**src/cid_regs_pkg.sv**
```systemverilog
// constants, field positions, reset values and types of the operational register set
// assumes a 250 MHz core clock and an apb slave with byte addresses on 8 bits
package cid_regs_pkg;

  // ----------------------------------------------------------------------------
  // register byte addresses
  // ----------------------------------------------------------------------------
  localparam logic [7:0] OFS_INDIRECT = 8'h00;
  localparam logic [7:0] OFS_COUNTER  = 8'h04;
  localparam logic [7:0] OFS_PC       = 8'h08;
  localparam logic [7:0] OFS_STATUS   = 8'h0c;
  localparam logic [7:0] OFS_RAMSEL   = 8'h10;
  localparam logic [7:0] OFS_ROMPAGE  = 8'h14;
  localparam logic [7:0] OFS_LINE     = 8'h28;
  localparam logic [7:0] OFS_CONTROL  = 8'h40;
  localparam logic [7:0] OFS_MASK     = 8'h44;

  // ----------------------------------------------------------------------------
  // field positions
  // ----------------------------------------------------------------------------
  localparam int ST_POWERDOWN = 3;
  localparam int ST_TIMEOUT   = 4;
  localparam int ST_IO_PAGE   = 6;
  localparam int LN_FSK_POWER = 3;
  localparam int LN_BAT_EN    = 5;
  localparam int LN_PLL_EN    = 6;
  localparam int LN_IDLE_SEL  = 7;
  localparam int CT_GIE       = 6;
  localparam int CT_EDGE_SEL  = 7;

  // writable bits: status keeps carry, aux carry, zero and page; line keeps bits 3,5,6,7
  localparam logic [7:0] STATUS_WR_MASK = 8'h47;
  localparam logic [7:0] LINE_WR_MASK   = 8'he8;

  // ----------------------------------------------------------------------------
  // values after reset
  // ----------------------------------------------------------------------------
  localparam logic [7:0] STATUS_RST  = 8'h18;
  localparam logic [7:0] LINE_RST    = 8'h00;
  localparam logic [7:0] CONTROL_RST = 8'h00;
  localparam logic [7:0] MASK_RST    = 8'h00;
  localparam logic [7:0] RAMSEL_RST  = 8'h00;
  localparam logic [7:0] ROMPAGE_RST = 8'h00;
  localparam logic [7:0] COUNTER_RST = 8'h00;

  // ----------------------------------------------------------------------------
  // sizes
  // ----------------------------------------------------------------------------
  localparam int PC_W        = 14;
  localparam int STACK_DEPTH = 8;
  localparam int STACK_PTR_W = 3;
  localparam int RAM_WORDS   = 256;

  typedef enum logic [1:0] {
    MODE_RUN,
    MODE_IDLE,
    MODE_SLEEP
  } power_state_t;

  // upper four address bits come from the rom page field
  function automatic logic [PC_W-1:0] pc_with_page(input logic [3:0] page,
                                                   input logic [9:0] low);
    pc_with_page = {page, low};
  endfunction : pc_with_page

  function automatic logic fell(input logic prev, input logic cur);
    fell = prev & ~cur;
  endfunction : fell

endpackage : cid_regs_pkg

```
**src/return_stack.sv**
```systemverilog
// eight-level circular return stack for program counter values
// assumes push and pop never arrive in the same cycle
`timescale 1ns/1ps
module return_stack
  import cid_regs_pkg::*;
(
  // clock and reset
  input  wire logic              i_clock,
  input  wire logic              i_reset,
  // stack control
  input  wire logic              i_push,
  input  wire logic              i_pop,
  input  wire logic [PC_W-1:0]   i_push_data,
  // top entry
  output logic      [PC_W-1:0]   o_top
);

  logic [PC_W-1:0]        stack_mem [0:STACK_DEPTH-1];
  logic [STACK_PTR_W-1:0] ptr_ff;
  logic [STACK_PTR_W-1:0] top_idx;

  // overflow wraps and silently overwrites the oldest entry, like the core does
  assign top_idx = ptr_ff - 3'h1;
  assign o_top   = stack_mem[top_idx];

  always_ff @(posedge i_clock) begin
    if (i_reset) begin
      ptr_ff <= '0;
    end else if (i_push) begin
      ptr_ff <= ptr_ff + 3'h1;
    end else if (i_pop) begin
      ptr_ff <= top_idx;
    end
  end

  always_ff @(posedge i_clock) begin
    if (i_push) begin
      stack_mem[ptr_ff] <= i_push_data;
    end
  end

endmodule : return_stack

```
**src/cid_mcu_operational_registers.sv**
```systemverilog
// operational registers of the caller-id core: pc, status, line status, power modes
// assumes an apb master, one core instruction strobe per cycle, inputs synchronous
//
// Contract
// - indirect port has no storage; it reaches the ram word picked by ram select
// - jump loads its target into the low ten pc bits
// - call pushes pc plus one on the eight-level stack, loads low ten bits
// - every return kind reloads the pc from the top of the stack
// - move and add accumulator to pc clear pc bits eight and nine
// - table read adds accumulator to pc, keeping bits eight and nine
// - jump, call, add and move copy the four page bits into pc bits 10 to 13
// - power-down flag set at power-on or watchdog clear, cleared by sleep
// - time-out flag set by sleep, watchdog clear or power-up, cleared by time-out
// - flag pairs after each wake, time-out and power-up follow the event table
// - status bit 6 selects page 0 or 1 of the paged control registers
// - status bit 7 shows call-waiting output, 0 means data present
// - ram select bits 0-5 pick a register, bits 6-7 pick one of four banks
// - line bits 0 and 1 show ring and carrier detect, read only, low valid
// - line bit 2 shows the live demodulated fsk data bit, read only
// - line bit 3 powers the fsk demodulator up when 1, down when 0
// - line bit 4 reads 0 on low battery; bit 5 enables low-battery detection
// - line bit 7 picks sleep or idle; wake resumes at the next instruction
// - mode follows line bits 7 and 6: sleep, idle, green or normal clocks
// - wake sources act per mode: wake, interrupt, reset or ignore
// - external pin wake is gated by mask bits 1 to 3 and global enable
// - ring-time, port 9 and pins 1-3 act on falling edges; pin 0 per edge bit
// - edge bit 0 makes pin 0 rising-edge, 1 makes it falling-edge
`timescale 1ns/1ps
module cid_mcu_operational_registers
  import cid_regs_pkg::*;
(
  // clock and reset
  input  wire logic              i_clock,
  input  wire logic              i_reset,
  // apb slave
  input  wire logic              i_psel,
  input  wire logic              i_penable,
  input  wire logic              i_pwrite,
  input  wire logic [7:0]        i_paddr,
  input  wire logic [31:0]       i_pwdata,
  output logic      [31:0]       o_prdata,
  output logic                   o_pready,
  output logic                   o_pslverr,
  // core instruction strobes
  input  wire logic              i_step,
  input  wire logic              i_jmp,
  input  wire logic              i_call,
  input  wire logic              i_ret,
  input  wire logic              i_return_interrupt_instr,
  input  wire logic              i_mov_pc,
  input  wire logic              i_add_pc,
  input  wire logic              i_tbl,
  input  wire logic [9:0]        i_target,
  input  wire logic [7:0]        i_acc,
  input  wire logic              i_watchdog_clear_instr,
  input  wire logic              i_sleep,
  input  wire logic              i_eni,
  input  wire logic              i_disi,
  output logic      [PC_W-1:0]   o_pc,
  // line status inputs and controls
  input  wire logic              i_ring_detect_n,
  input  wire logic              i_carrier_detect_n,
  input  wire logic              i_fsk_data,
  input  wire logic              i_battery_low_n,
  input  wire logic              i_cw_none,
  output logic                   o_fsk_power,
  output logic                   o_battery_detect_enable,
  output logic                   o_io_page,
  output logic      [7:0]        o_ram_bank_select,
  // wake-up sources
  input  wire logic              i_count_pulse,
  input  wire logic              i_wdt_timeout,
  input  wire logic [7:0]        i_port9,
  input  wire logic              i_ring_time_n,
  input  wire logic [3:0]        i_ext_pin,
  // power mode outputs
  output logic                   o_cpu_clk_en,
  output logic                   o_lf_clk_en,
  output logic                   o_pll_clk_en,
  output logic                   o_wake,
  output logic                   o_irq_req,
  output logic                   o_reset_req
);

  // ----------------------------------------------------------------------------
  // state
  // ----------------------------------------------------------------------------
  logic [7:0]      counter_ff;
  logic [7:0]      status_ff;
  logic [7:0]      ramsel_ff;
  logic [7:0]      rompage_ff;
  logic [7:0]      line_ff;
  logic [7:0]      control_ff;
  logic [7:0]      mask_ff;
  logic [PC_W-1:0] pc_ff;
  logic [31:0]     prdata_ff;
  logic [3:0]      ext_prev_ff;
  logic [7:0]      port9_prev_ff;
  logic            ring_prev_ff;
  logic            wake_ff;
  logic            irq_ff;
  logic            reset_req_ff;
  power_state_t    mode_ff;
  logic [7:0]      ram_mem [0:RAM_WORDS-1];

  // ----------------------------------------------------------------------------
  // apb decode
  // ----------------------------------------------------------------------------
  logic bus_setup;
  logic bus_access;
  logic bus_wr;
  logic addr_hit;
  logic wr_indirect;
  logic wr_counter;
  logic wr_pc;
  logic wr_status;
  logic wr_ramsel;
  logic wr_rompage;
  logic wr_line;
  logic wr_control;
  logic wr_mask;
  logic [7:0] wdata;

  assign bus_setup  = i_psel & ~i_penable;
  assign bus_access = i_psel & i_penable;
  assign bus_wr     = bus_access & i_pwrite;
  assign wdata      = i_pwdata[7:0];
  assign addr_hit   = (i_paddr == OFS_INDIRECT) | (i_paddr == OFS_COUNTER)
                    | (i_paddr == OFS_PC)       | (i_paddr == OFS_STATUS)
                    | (i_paddr == OFS_RAMSEL)   | (i_paddr == OFS_ROMPAGE)
                    | (i_paddr == OFS_LINE)     | (i_paddr == OFS_CONTROL)
                    | (i_paddr == OFS_MASK);

  assign wr_indirect = bus_wr & (i_paddr == OFS_INDIRECT);
  assign wr_counter  = bus_wr & (i_paddr == OFS_COUNTER);
  assign wr_pc       = bus_wr & (i_paddr == OFS_PC);
  assign wr_status   = bus_wr & (i_paddr == OFS_STATUS);
  assign wr_ramsel   = bus_wr & (i_paddr == OFS_RAMSEL);
  assign wr_rompage  = bus_wr & (i_paddr == OFS_ROMPAGE);
  assign wr_line     = bus_wr & (i_paddr == OFS_LINE);
  assign wr_control  = bus_wr & (i_paddr == OFS_CONTROL);
  assign wr_mask     = bus_wr & (i_paddr == OFS_MASK);

  // zero wait states: read data is captured in the setup phase
  assign o_pready  = 1'b1;
  assign o_pslverr = bus_access & ~addr_hit;
  assign o_prdata  = prdata_ff;

  // ----------------------------------------------------------------------------
  // read values
  // ----------------------------------------------------------------------------
  logic [7:0] battery_bit;
  logic [7:0] status_rd;
  logic [7:0] line_rd;
  logic [7:0] indirect_rd;
  logic [7:0] rd_byte;

  // with detection disabled the battery reads as normal
  assign battery_bit = {7'h00, line_ff[LN_BAT_EN] ? i_battery_low_n : 1'b1};
  assign status_rd   = {i_cw_none, status_ff[6:0]};
  assign line_rd     = {line_ff[7:5], battery_bit[0], line_ff[LN_FSK_POWER],
                        i_fsk_data, i_carrier_detect_n, i_ring_detect_n};
  assign indirect_rd = ram_mem[ramsel_ff];

  assign rd_byte = (i_paddr == OFS_INDIRECT) ? indirect_rd
                 : (i_paddr == OFS_COUNTER)  ? counter_ff
                 : (i_paddr == OFS_PC)       ? pc_ff[7:0]
                 : (i_paddr == OFS_STATUS)   ? status_rd
                 : (i_paddr == OFS_RAMSEL)   ? ramsel_ff
                 : (i_paddr == OFS_ROMPAGE)  ? rompage_ff
                 : (i_paddr == OFS_LINE)     ? line_rd
                 : (i_paddr == OFS_CONTROL)  ? control_ff
                 : (i_paddr == OFS_MASK)     ? mask_ff
                 : 8'h00;

  always_ff @(posedge i_clock) begin
    if (i_reset) begin
      prdata_ff <= 32'h0000_0000;
    end else if (bus_setup & ~i_pwrite) begin
      prdata_ff <= {24'h00_0000, rd_byte};
    end
  end

  // data ram is not reset; bank and register come from the select register
  always_ff @(posedge i_clock) begin
    if (wr_indirect) begin
      ram_mem[ramsel_ff] <= wdata;
    end
  end

  // ----------------------------------------------------------------------------
  // program counter
  // ----------------------------------------------------------------------------
  logic [PC_W-1:0] pc_plus1;
  logic [PC_W-1:0] stack_top;
  logic [PC_W-1:0] nxt_pc;
  logic [7:0]      low_sum;
  logic [3:0]      page;
  logic            any_ret;

  assign page     = rompage_ff[3:0];
  assign pc_plus1 = pc_ff + 14'h0001;
  assign low_sum  = pc_ff[7:0] + i_acc;
  assign any_ret  = i_ret | i_return_interrupt_instr;

  assign nxt_pc = (i_call | i_jmp) ? pc_with_page(page, i_target)
                : i_mov_pc         ? pc_with_page(page, {2'b00, i_acc})
                : wr_pc            ? pc_with_page(page, {2'b00, wdata})
                : i_add_pc         ? pc_with_page(page, {2'b00, low_sum})
                : i_tbl            ? {pc_ff[PC_W-1:8], low_sum}
                : any_ret          ? stack_top
                : i_step           ? pc_plus1
                : pc_ff;

  always_ff @(posedge i_clock) begin
    if (i_reset) begin
      pc_ff <= '0;
    end else begin
      pc_ff <= nxt_pc;
    end
  end

  return_stack u_return_stack (
    .i_clock     (i_clock),
    .i_reset     (i_reset),
    .i_push      (i_call),
    .i_pop       (any_ret & ~i_call),
    .i_push_data (pc_plus1),
    .o_top       (stack_top)
  );

  assign o_pc = pc_ff;

  // ----------------------------------------------------------------------------
  // counter and edge sources
  // ----------------------------------------------------------------------------
  logic       counter_ovf;
  logic [3:0] ext_edge;
  logic [3:0] ext_event;
  logic       ext_req;
  logic       p9_ring_fall;
  logic       pin0_rise;
  logic       pin0_fall;

  // a bus write to the counter takes the cycle, the pulse is dropped
  assign counter_ovf = i_count_pulse & ~wr_counter & (counter_ff == 8'hff);

  always_ff @(posedge i_clock) begin
    if (i_reset) begin
      counter_ff <= COUNTER_RST;
    end else if (wr_counter) begin
      counter_ff <= wdata;
    end else if (i_count_pulse) begin
      counter_ff <= counter_ff + 8'h01;
    end
  end

  // history tracks the pins through reset, so release never shows a false edge
  always_ff @(posedge i_clock) begin
    ext_prev_ff   <= i_ext_pin;
    port9_prev_ff <= i_port9;
    ring_prev_ff  <= i_ring_time_n;
  end

  assign pin0_rise   = ~ext_prev_ff[0] & i_ext_pin[0];
  assign pin0_fall   = fell(ext_prev_ff[0], i_ext_pin[0]);
  assign ext_edge[0] = control_ff[CT_EDGE_SEL] ? pin0_fall : pin0_rise;
  assign ext_edge[1] = fell(ext_prev_ff[1], i_ext_pin[1]);
  assign ext_edge[2] = fell(ext_prev_ff[2], i_ext_pin[2]);
  assign ext_edge[3] = fell(ext_prev_ff[3], i_ext_pin[3]);
  assign p9_ring_fall = (|(port9_prev_ff & ~i_port9))
                      | fell(ring_prev_ff, i_ring_time_n);

  // pins 2 and 3 share one flag, so they share one mask bit
  assign ext_event = ext_edge & {mask_ff[3], mask_ff[3], mask_ff[2], mask_ff[1]};
  assign ext_req   = (|ext_event) & control_ff[CT_GIE];

  // ----------------------------------------------------------------------------
  // power modes and wake-up matrix
  // ----------------------------------------------------------------------------
  logic         in_run;
  logic         in_idle;
  logic         in_sleep;
  logic         sleep_take;
  logic         wake_now;
  logic         irq_now;
  logic         reset_now;
  power_state_t nxt_mode;

  assign in_run     = (mode_ff == MODE_RUN);
  assign in_idle    = (mode_ff == MODE_IDLE);
  assign in_sleep   = (mode_ff == MODE_SLEEP);
  assign sleep_take = i_sleep & in_run;

  assign wake_now  = in_idle & (counter_ovf | i_wdt_timeout | p9_ring_fall | ext_req);
  assign irq_now   = ~in_sleep & (counter_ovf | ext_req);
  assign reset_now = (i_wdt_timeout & ~in_idle) | (p9_ring_fall & in_sleep);

  // pc is frozen while stopped, so a wake resumes after the sleep instruction
  // a reset request beats a sleep instruction in the same cycle
  assign nxt_mode = reset_now ? MODE_RUN
                  : sleep_take ? (line_ff[LN_IDLE_SEL] ? MODE_IDLE : MODE_SLEEP)
                  : wake_now ? MODE_RUN
                  : mode_ff;

  always_ff @(posedge i_clock) begin
    if (i_reset) begin
      mode_ff <= MODE_RUN;
    end else begin
      unique case (mode_ff)
        MODE_RUN:   mode_ff <= nxt_mode;
        MODE_IDLE:  mode_ff <= nxt_mode;
        MODE_SLEEP: mode_ff <= nxt_mode;
        default:    mode_ff <= MODE_RUN;
      endcase
    end
  end

  always_ff @(posedge i_clock) begin
    if (i_reset) begin
      wake_ff      <= 1'b0;
      irq_ff       <= 1'b0;
      reset_req_ff <= 1'b0;
    end else begin
      wake_ff      <= wake_now;
      irq_ff       <= irq_now;
      reset_req_ff <= reset_now;
    end
  end

  assign o_wake       = wake_ff;
  assign o_irq_req    = irq_ff;
  assign o_reset_req  = reset_req_ff;
  assign o_cpu_clk_en = in_run;
  assign o_lf_clk_en  = ~in_sleep;
  assign o_pll_clk_en = in_run & line_ff[LN_PLL_EN];

  // ----------------------------------------------------------------------------
  // status flags and software registers
  // ----------------------------------------------------------------------------
  logic [7:0] nxt_status;
  logic [7:0] status_base;
  logic       nxt_timeout;
  logic       nxt_powerdown;

  // set beats clear on both flags
  assign nxt_timeout   = (sleep_take | i_watchdog_clear_instr) ? 1'b1
                       : i_wdt_timeout ? 1'b0 : status_ff[ST_TIMEOUT];
  assign nxt_powerdown = i_watchdog_clear_instr ? 1'b1
                       : sleep_take ? 1'b0 : status_ff[ST_POWERDOWN];
  assign status_base   = wr_status ? (wdata & STATUS_WR_MASK) : status_ff;
  assign nxt_status    = {1'b0, status_base[ST_IO_PAGE], 1'b0,
                          nxt_timeout, nxt_powerdown, status_base[2:0]};

  always_ff @(posedge i_clock) begin
    if (i_reset) begin
      status_ff <= STATUS_RST;
    end else begin
      status_ff <= nxt_status;
    end
  end

  always_ff @(posedge i_clock) begin
    if (i_reset) begin
      ramsel_ff  <= RAMSEL_RST;
      rompage_ff <= ROMPAGE_RST;
      mask_ff    <= MASK_RST;
    end else begin
      if (wr_ramsel) begin
        ramsel_ff <= wdata;
      end
      if (wr_rompage) begin
        rompage_ff <= wdata;
      end
      if (wr_mask) begin
        mask_ff <= wdata;
      end
    end
  end

  always_ff @(posedge i_clock) begin
    if (i_reset) begin
      line_ff <= LINE_RST;
    end else if (wr_line) begin
      line_ff <= wdata & LINE_WR_MASK;
    end
  end

  // enable instructions win over a bus write and over an accepted interrupt
  logic [7:0] control_base;
  logic       nxt_gie;

  assign control_base = wr_control ? wdata : control_ff;
  assign nxt_gie      = (i_eni | i_return_interrupt_instr) ? 1'b1
                      : (i_disi | irq_now) ? 1'b0 : control_base[CT_GIE];

  always_ff @(posedge i_clock) begin
    if (i_reset) begin
      control_ff <= CONTROL_RST;
    end else begin
      control_ff <= {control_base[7], nxt_gie, control_base[5:0]};
    end
  end

  assign o_fsk_power             = line_ff[LN_FSK_POWER];
  assign o_battery_detect_enable = line_ff[LN_BAT_EN];
  assign o_io_page               = status_ff[ST_IO_PAGE];
  assign o_ram_bank_select       = ramsel_ff;

endmodule : cid_mcu_operational_registers

```
**config.mk**
```make
export PLATFORM = sky130hd
export DESIGN_NAME = cid_mcu_operational_registers
export DESIGN_NICKNAME = d
export VERILOG_FILES = /design/src/cid_regs_pkg.sv /design/src/return_stack.sv /design/src/cid_mcu_operational_registers.sv
export SDC_FILE = /design/constraint.sdc
export NUM_CORES = 2
export LEC_CHECK = 0
export ABC_CLOCK_PERIOD_IN_PS = 3600
export CAP_MARGIN = 20
export CORE_ASPECT_RATIO = 1.1
export CORE_MARGIN = 2
export CORE_UTILIZATION = 39
export CTS_CLUSTER_SIZE = 25
export DETAILED_ROUTE_END_ITERATION = 12
export DONT_BUFFER_PORTS = 1
export MAX_ROUTING_LAYER = met4
export SKIP_LAST_GASP = 1
export SLEW_MARGIN = 30
export SYNTH_ARGS = -nofsm -noshare
export SYNTH_HDL_FRONTEND = slang
export SYNTH_SLANG_ARGS = --single-unit
```
**constraint.sdc**
```tcl
create_clock -name i_clock -period 3.6 [get_ports i_clock]
set_clock_uncertainty 0.05 [all_clocks]
set_input_delay 0.18 -clock i_clock [delete_from_list [all_inputs] [get_ports i_clock]]
set_output_delay 0.18 -clock i_clock [all_outputs]
set_load 0.05 [all_outputs]
```
==> results by stage <==
Synth:
- The number of warnings printed during yosys synthesis is 0.
- The top flip-flop cell by instance count after synthesis is edfxtp_1.
- The cell area after synthesis is 0.0894 mm².
- The fraction of registers with async set/reset is 0%.
- The register bit total from synthesis is roughly 2.3k.
- The sequential area share after synthesis is 74.8%.
- In this run, synthesis inferred around 2.2k flip-flops with an integrated enable.
- Synthesis produced a netlist whose cell count is 4475.
- A synthesized cell averages approximately 20 µm².
- After synthesis, the netlist uses 87 different library cells.

Cells and area:
- The area growth from synthesis to layout is 18.3%.
- Cells fill between 40% and 50% of the core in the end.
- The multi-input combinational cells in the finished layout cover a total of between 0.02 and 0.025 mm².
- The finished layout holds between 8k and 9k standard cells, fillers aside.
- The post-route netlist has 29.1% of its cells at a drive strength greater than 1.
- In the final layout, flip-flops and latches occupy 0.0669 mm².
- The finished cells cover 0.106 mm².
- The number of filler instances in the final layout is between 15k and 20k.
- The net count of the finished layout is approximately 5.3k.

Timing:
- Setup violations remaining at the end of the flow were counted as 0.
- The final setup TNS is 0 ns.
- The final count of pins violating max slew came to 0.
- In the finished design, the share of the clock period the worst path needs comes to 99.6%.
- The fmax is around 280 MHz.
- The worst hold slack is slightly above 0.07 ns.
- Setup repair after global routing could not meet its margin everywhere.
- The worst slew margin relative to its limit is between 20% and 30%.
- The number of endpoints with negative hold slack in the final report came to 0.
- The post-route worst setup slack is roughly 0.016 ns.
- The time the final worst path needs with I/O delays and setup is roughly 3.6 ns.
- The worst-margin pin slew is about 1.1 ns.

Critical path:
- The class of the most critical setup path is reg2reg.
- The cell with the biggest individual delay on the critical path is dfxtp_4.
- Traced cell by cell, the critical path runs through buf_12 > buf_12 > buf_4 > mux4_2 > mux2_2 > o21ai_0 > buf_4 > nand2_1 > a311oi_1 > buf_4 > o41ai_1.
- STA puts the critical path data required time at 4.29 ns.
- The worst setup path is launched from a register.
- The most repeated library cell on the critical path is buf_4.
- In this run the worst path has a maximum fanout of 16.
- The data arrival at the endpoint of the critical path is 4.27 ns.
- The endpoint class of the critical path is a register.
- The logic depth of the worst register-to-register path is 11.
- The delay of the slowest cell on the worst path is between 0.5 and 0.6 ns.

Place:
- The instance area after placement is around 0.097 mm².
- The total placed cells including tap cells is a little under 8k.
- The routability congestion estimate from global placement is between 0.9 and 1.
- Before CTS, the worst setup slack after placement is -0.0171 ns.
- The count of buffers added on input and output ports is 0.
- The HPWL after detailed placement is 155000 µm.

CTS:
- After clock tree synthesis, the clock-pin slew on the worst setup and hold paths is roughly 0.06 ns.
- The clock tree from TritonCTS is done.
- The H-tree was split into 4 levels.
- The number of buffers between clock root and the deepest sink is 3.
- Clock latency on the worst-skew pair, taken at its later pin, is between 0.8 and 0.9 ns.
- The clock net in this run drives a total of between 2k and 2.5k sinks.
- In this run, CTS created clock tree buffers numbering 215.
- The root buffer selected by CTS is clkbuf_16.

Global route:
- The first global-routing pass estimated roughly 360000 µm of wire.
- Entering global routing, the biggest net connects around 260 pins.
- Global routing finished with a remaining overflow of 0.
- Global routing consumed, over all layers together, approximately 22% of the routing resources.
- The initial antenna violation count is 15.
- The number of global-route vias before repair is approximately 48k.

Routing:
- The detailed router placed 48.3k vias in this run.
- The first-pass iteration count of the detailed router is 6.
- The wire length per cell after detailed routing is ~30 µm.
- The residual DRC count is 0.
- The ratio of routed vias to standard cells is 5.74.
- The residual antenna-violating net count after detailed routing is 0.
- Wires add up to about 250000 µm.
- The DRC marker count from the first detailed-route iteration is just over 6k.

Min path:
- The instance count along the most critical hold path is 3.
- The worst hold path class is in2reg.

Die:
- For this configuration, the core starts out at a cell density of roughly two fifths.
- The height of the die is 506 µm.
- The horizontal die dimension is 461 µm.
- The initialized floorplan defines around 180 standard-cell rows.
- For this design the top-level I/O count stands at 160.
- The die covers 0.233 mm².
- The area of the core is 0.228 mm².

Power and ir drop:
- The power density over the cells is between 500 and 600 mW/mm².
- The peak supply drop is about 0.00047 V.
- The design draws between 50 and 60 mW.
- The leakage power is approximately 33 nW.

Status:
- The run finished with clean final reports.

Flow run:
- The tool flagged a number of max-cap violations equal to 0.
==> layer usage <==
metal	track usage, %	vias to the layer above	share of wire, %
met3	4.30	415	8.8
met2	34.4	2361	48
li1	-	19800	-
met4	8.29	0	4.0
met5	-	-	0
met1	28.7	25700	39
==> power by group <==
| part | internal [mW] | switching (mW) | leakage [nW] | total [mW] |
|---|---|---|---|---|
| combinational | 0.428 | 0.977 | 9.22 | 1.40 |
| clock | 13.0 | 10.1 | 3.50 | 23.1 |
| sequential | 28.9 | 0.0765 | 20.3 | 28.9 |
==> registers in the layout (all words and copies together), names as in the netlist, 2 cells and up, named ones only <==
name	count
o_ram_bank_select	8
mask_ff	8
rompage_ff	8
ext_prev_ff	4
ram_mem	2048
status_ff	6
mode_ff	2
counter_ff	8
u_return_stack.stack_mem	112
u_return_stack.ptr_ff	3
port9_prev_ff	8
line_ff	4
o_prdata	8
control_ff	8
o_pc	14
==> logic make-up (layout without fill, tap and decap cells) <==
kind of cell	count (synthesis)	count (layout)	share of synthesized area, %
buf+inv	321	1158	2.01
simple gates	765	765	3.92
flops	2261	2261	74.8
compound gates	391	391	2.98
mux	697	697	15.9
fa+ha+maj	12	12	0.176
other cells	2	36	0.00840
xor+xnor	26	26	0.255
==> worst max-delay path: cells and delay by family (launching register included) <==
kind | cells | cell delay, ns
DFF | 1 | 0.57
buffers and inverters | 5 | 1.06
muxes | 2 | 0.75
AOI/OAI and AO/OA | 3 | 0.85
and+or+nand+nor | 1 | 0.10
==> path summary, 6_finish.rpt <==
check / start / endpoint / slack (ns)
hold reg to reg: mask_ff[7] / mask_ff[7] / 0.41
setup reg to reg: register / o_prdata[5] / 0.02
setup / recovery: register / o_prdata[5] / 0.02
hold / removal: i_wdt_timeout / status_ff[4] / 0.07
==> cell usage in the layout (no fill, tap or decap), types with 26 or more instances in the layout <==
cell type and n:
nor2_1 350, dfxtp_1 91, nand3_1 64, edfxtp_1 2160, buf_4 541, nor3_1 38
inv_1 26, a22oi_1 46, a21oi_1 85, buf_12 41, clkbuf_1 34, mux4_2 545
dlygate4sd3_1 128, o21ai_0 53, nor2b_1 33, clkinv_1 50, o22ai_1 31, clkinv_2 38
nand2_1 139, mux2i_1 112, bufinv_16 26, a211oi_1 33, clkbuf_16 216
==> Yosys cell counts (46+ instances only) <==
master	count	area, µm²
buf_4	64	480
o21ai_0	54	270
mux4_2	545	12300
nor2_1	359	1350
a22oi_1	46	345
buf_2	77	385
a21oi_1	85	425
mux2i_1	112	1120
nand3_1	68	340
dfxtp_1	101	2020
clkbuf_1	111	417
edfxtp_1	2160	64900
nand2_1	148	556
==> timing repair <==
action                                  4_1_cts  5_1_grt
endpoints found under the hold margin      2251      138
hold buffers                                136        2
gates resized for setup                       0       15
buffers inserted                              1        0
cloned                                        0        0
endpoints found under the setup margin        1       69
==> area by class of cell <==
type | instances | share of cell area (%)
Multi-Input combinational cell | 1916 | 19.8
Clock inverter | 146 | 1.56
Inverter | 28 | 0.0993
Clock buffer | 253 | 5.27
Antenna cell | 11 | 0.0260
Tap cell | 3069 | 3.63
Timing Repair Buffer | 731 | 6.34
Sequential cell | 2261 | 63.2
Power figures use the tool's default switching activity.
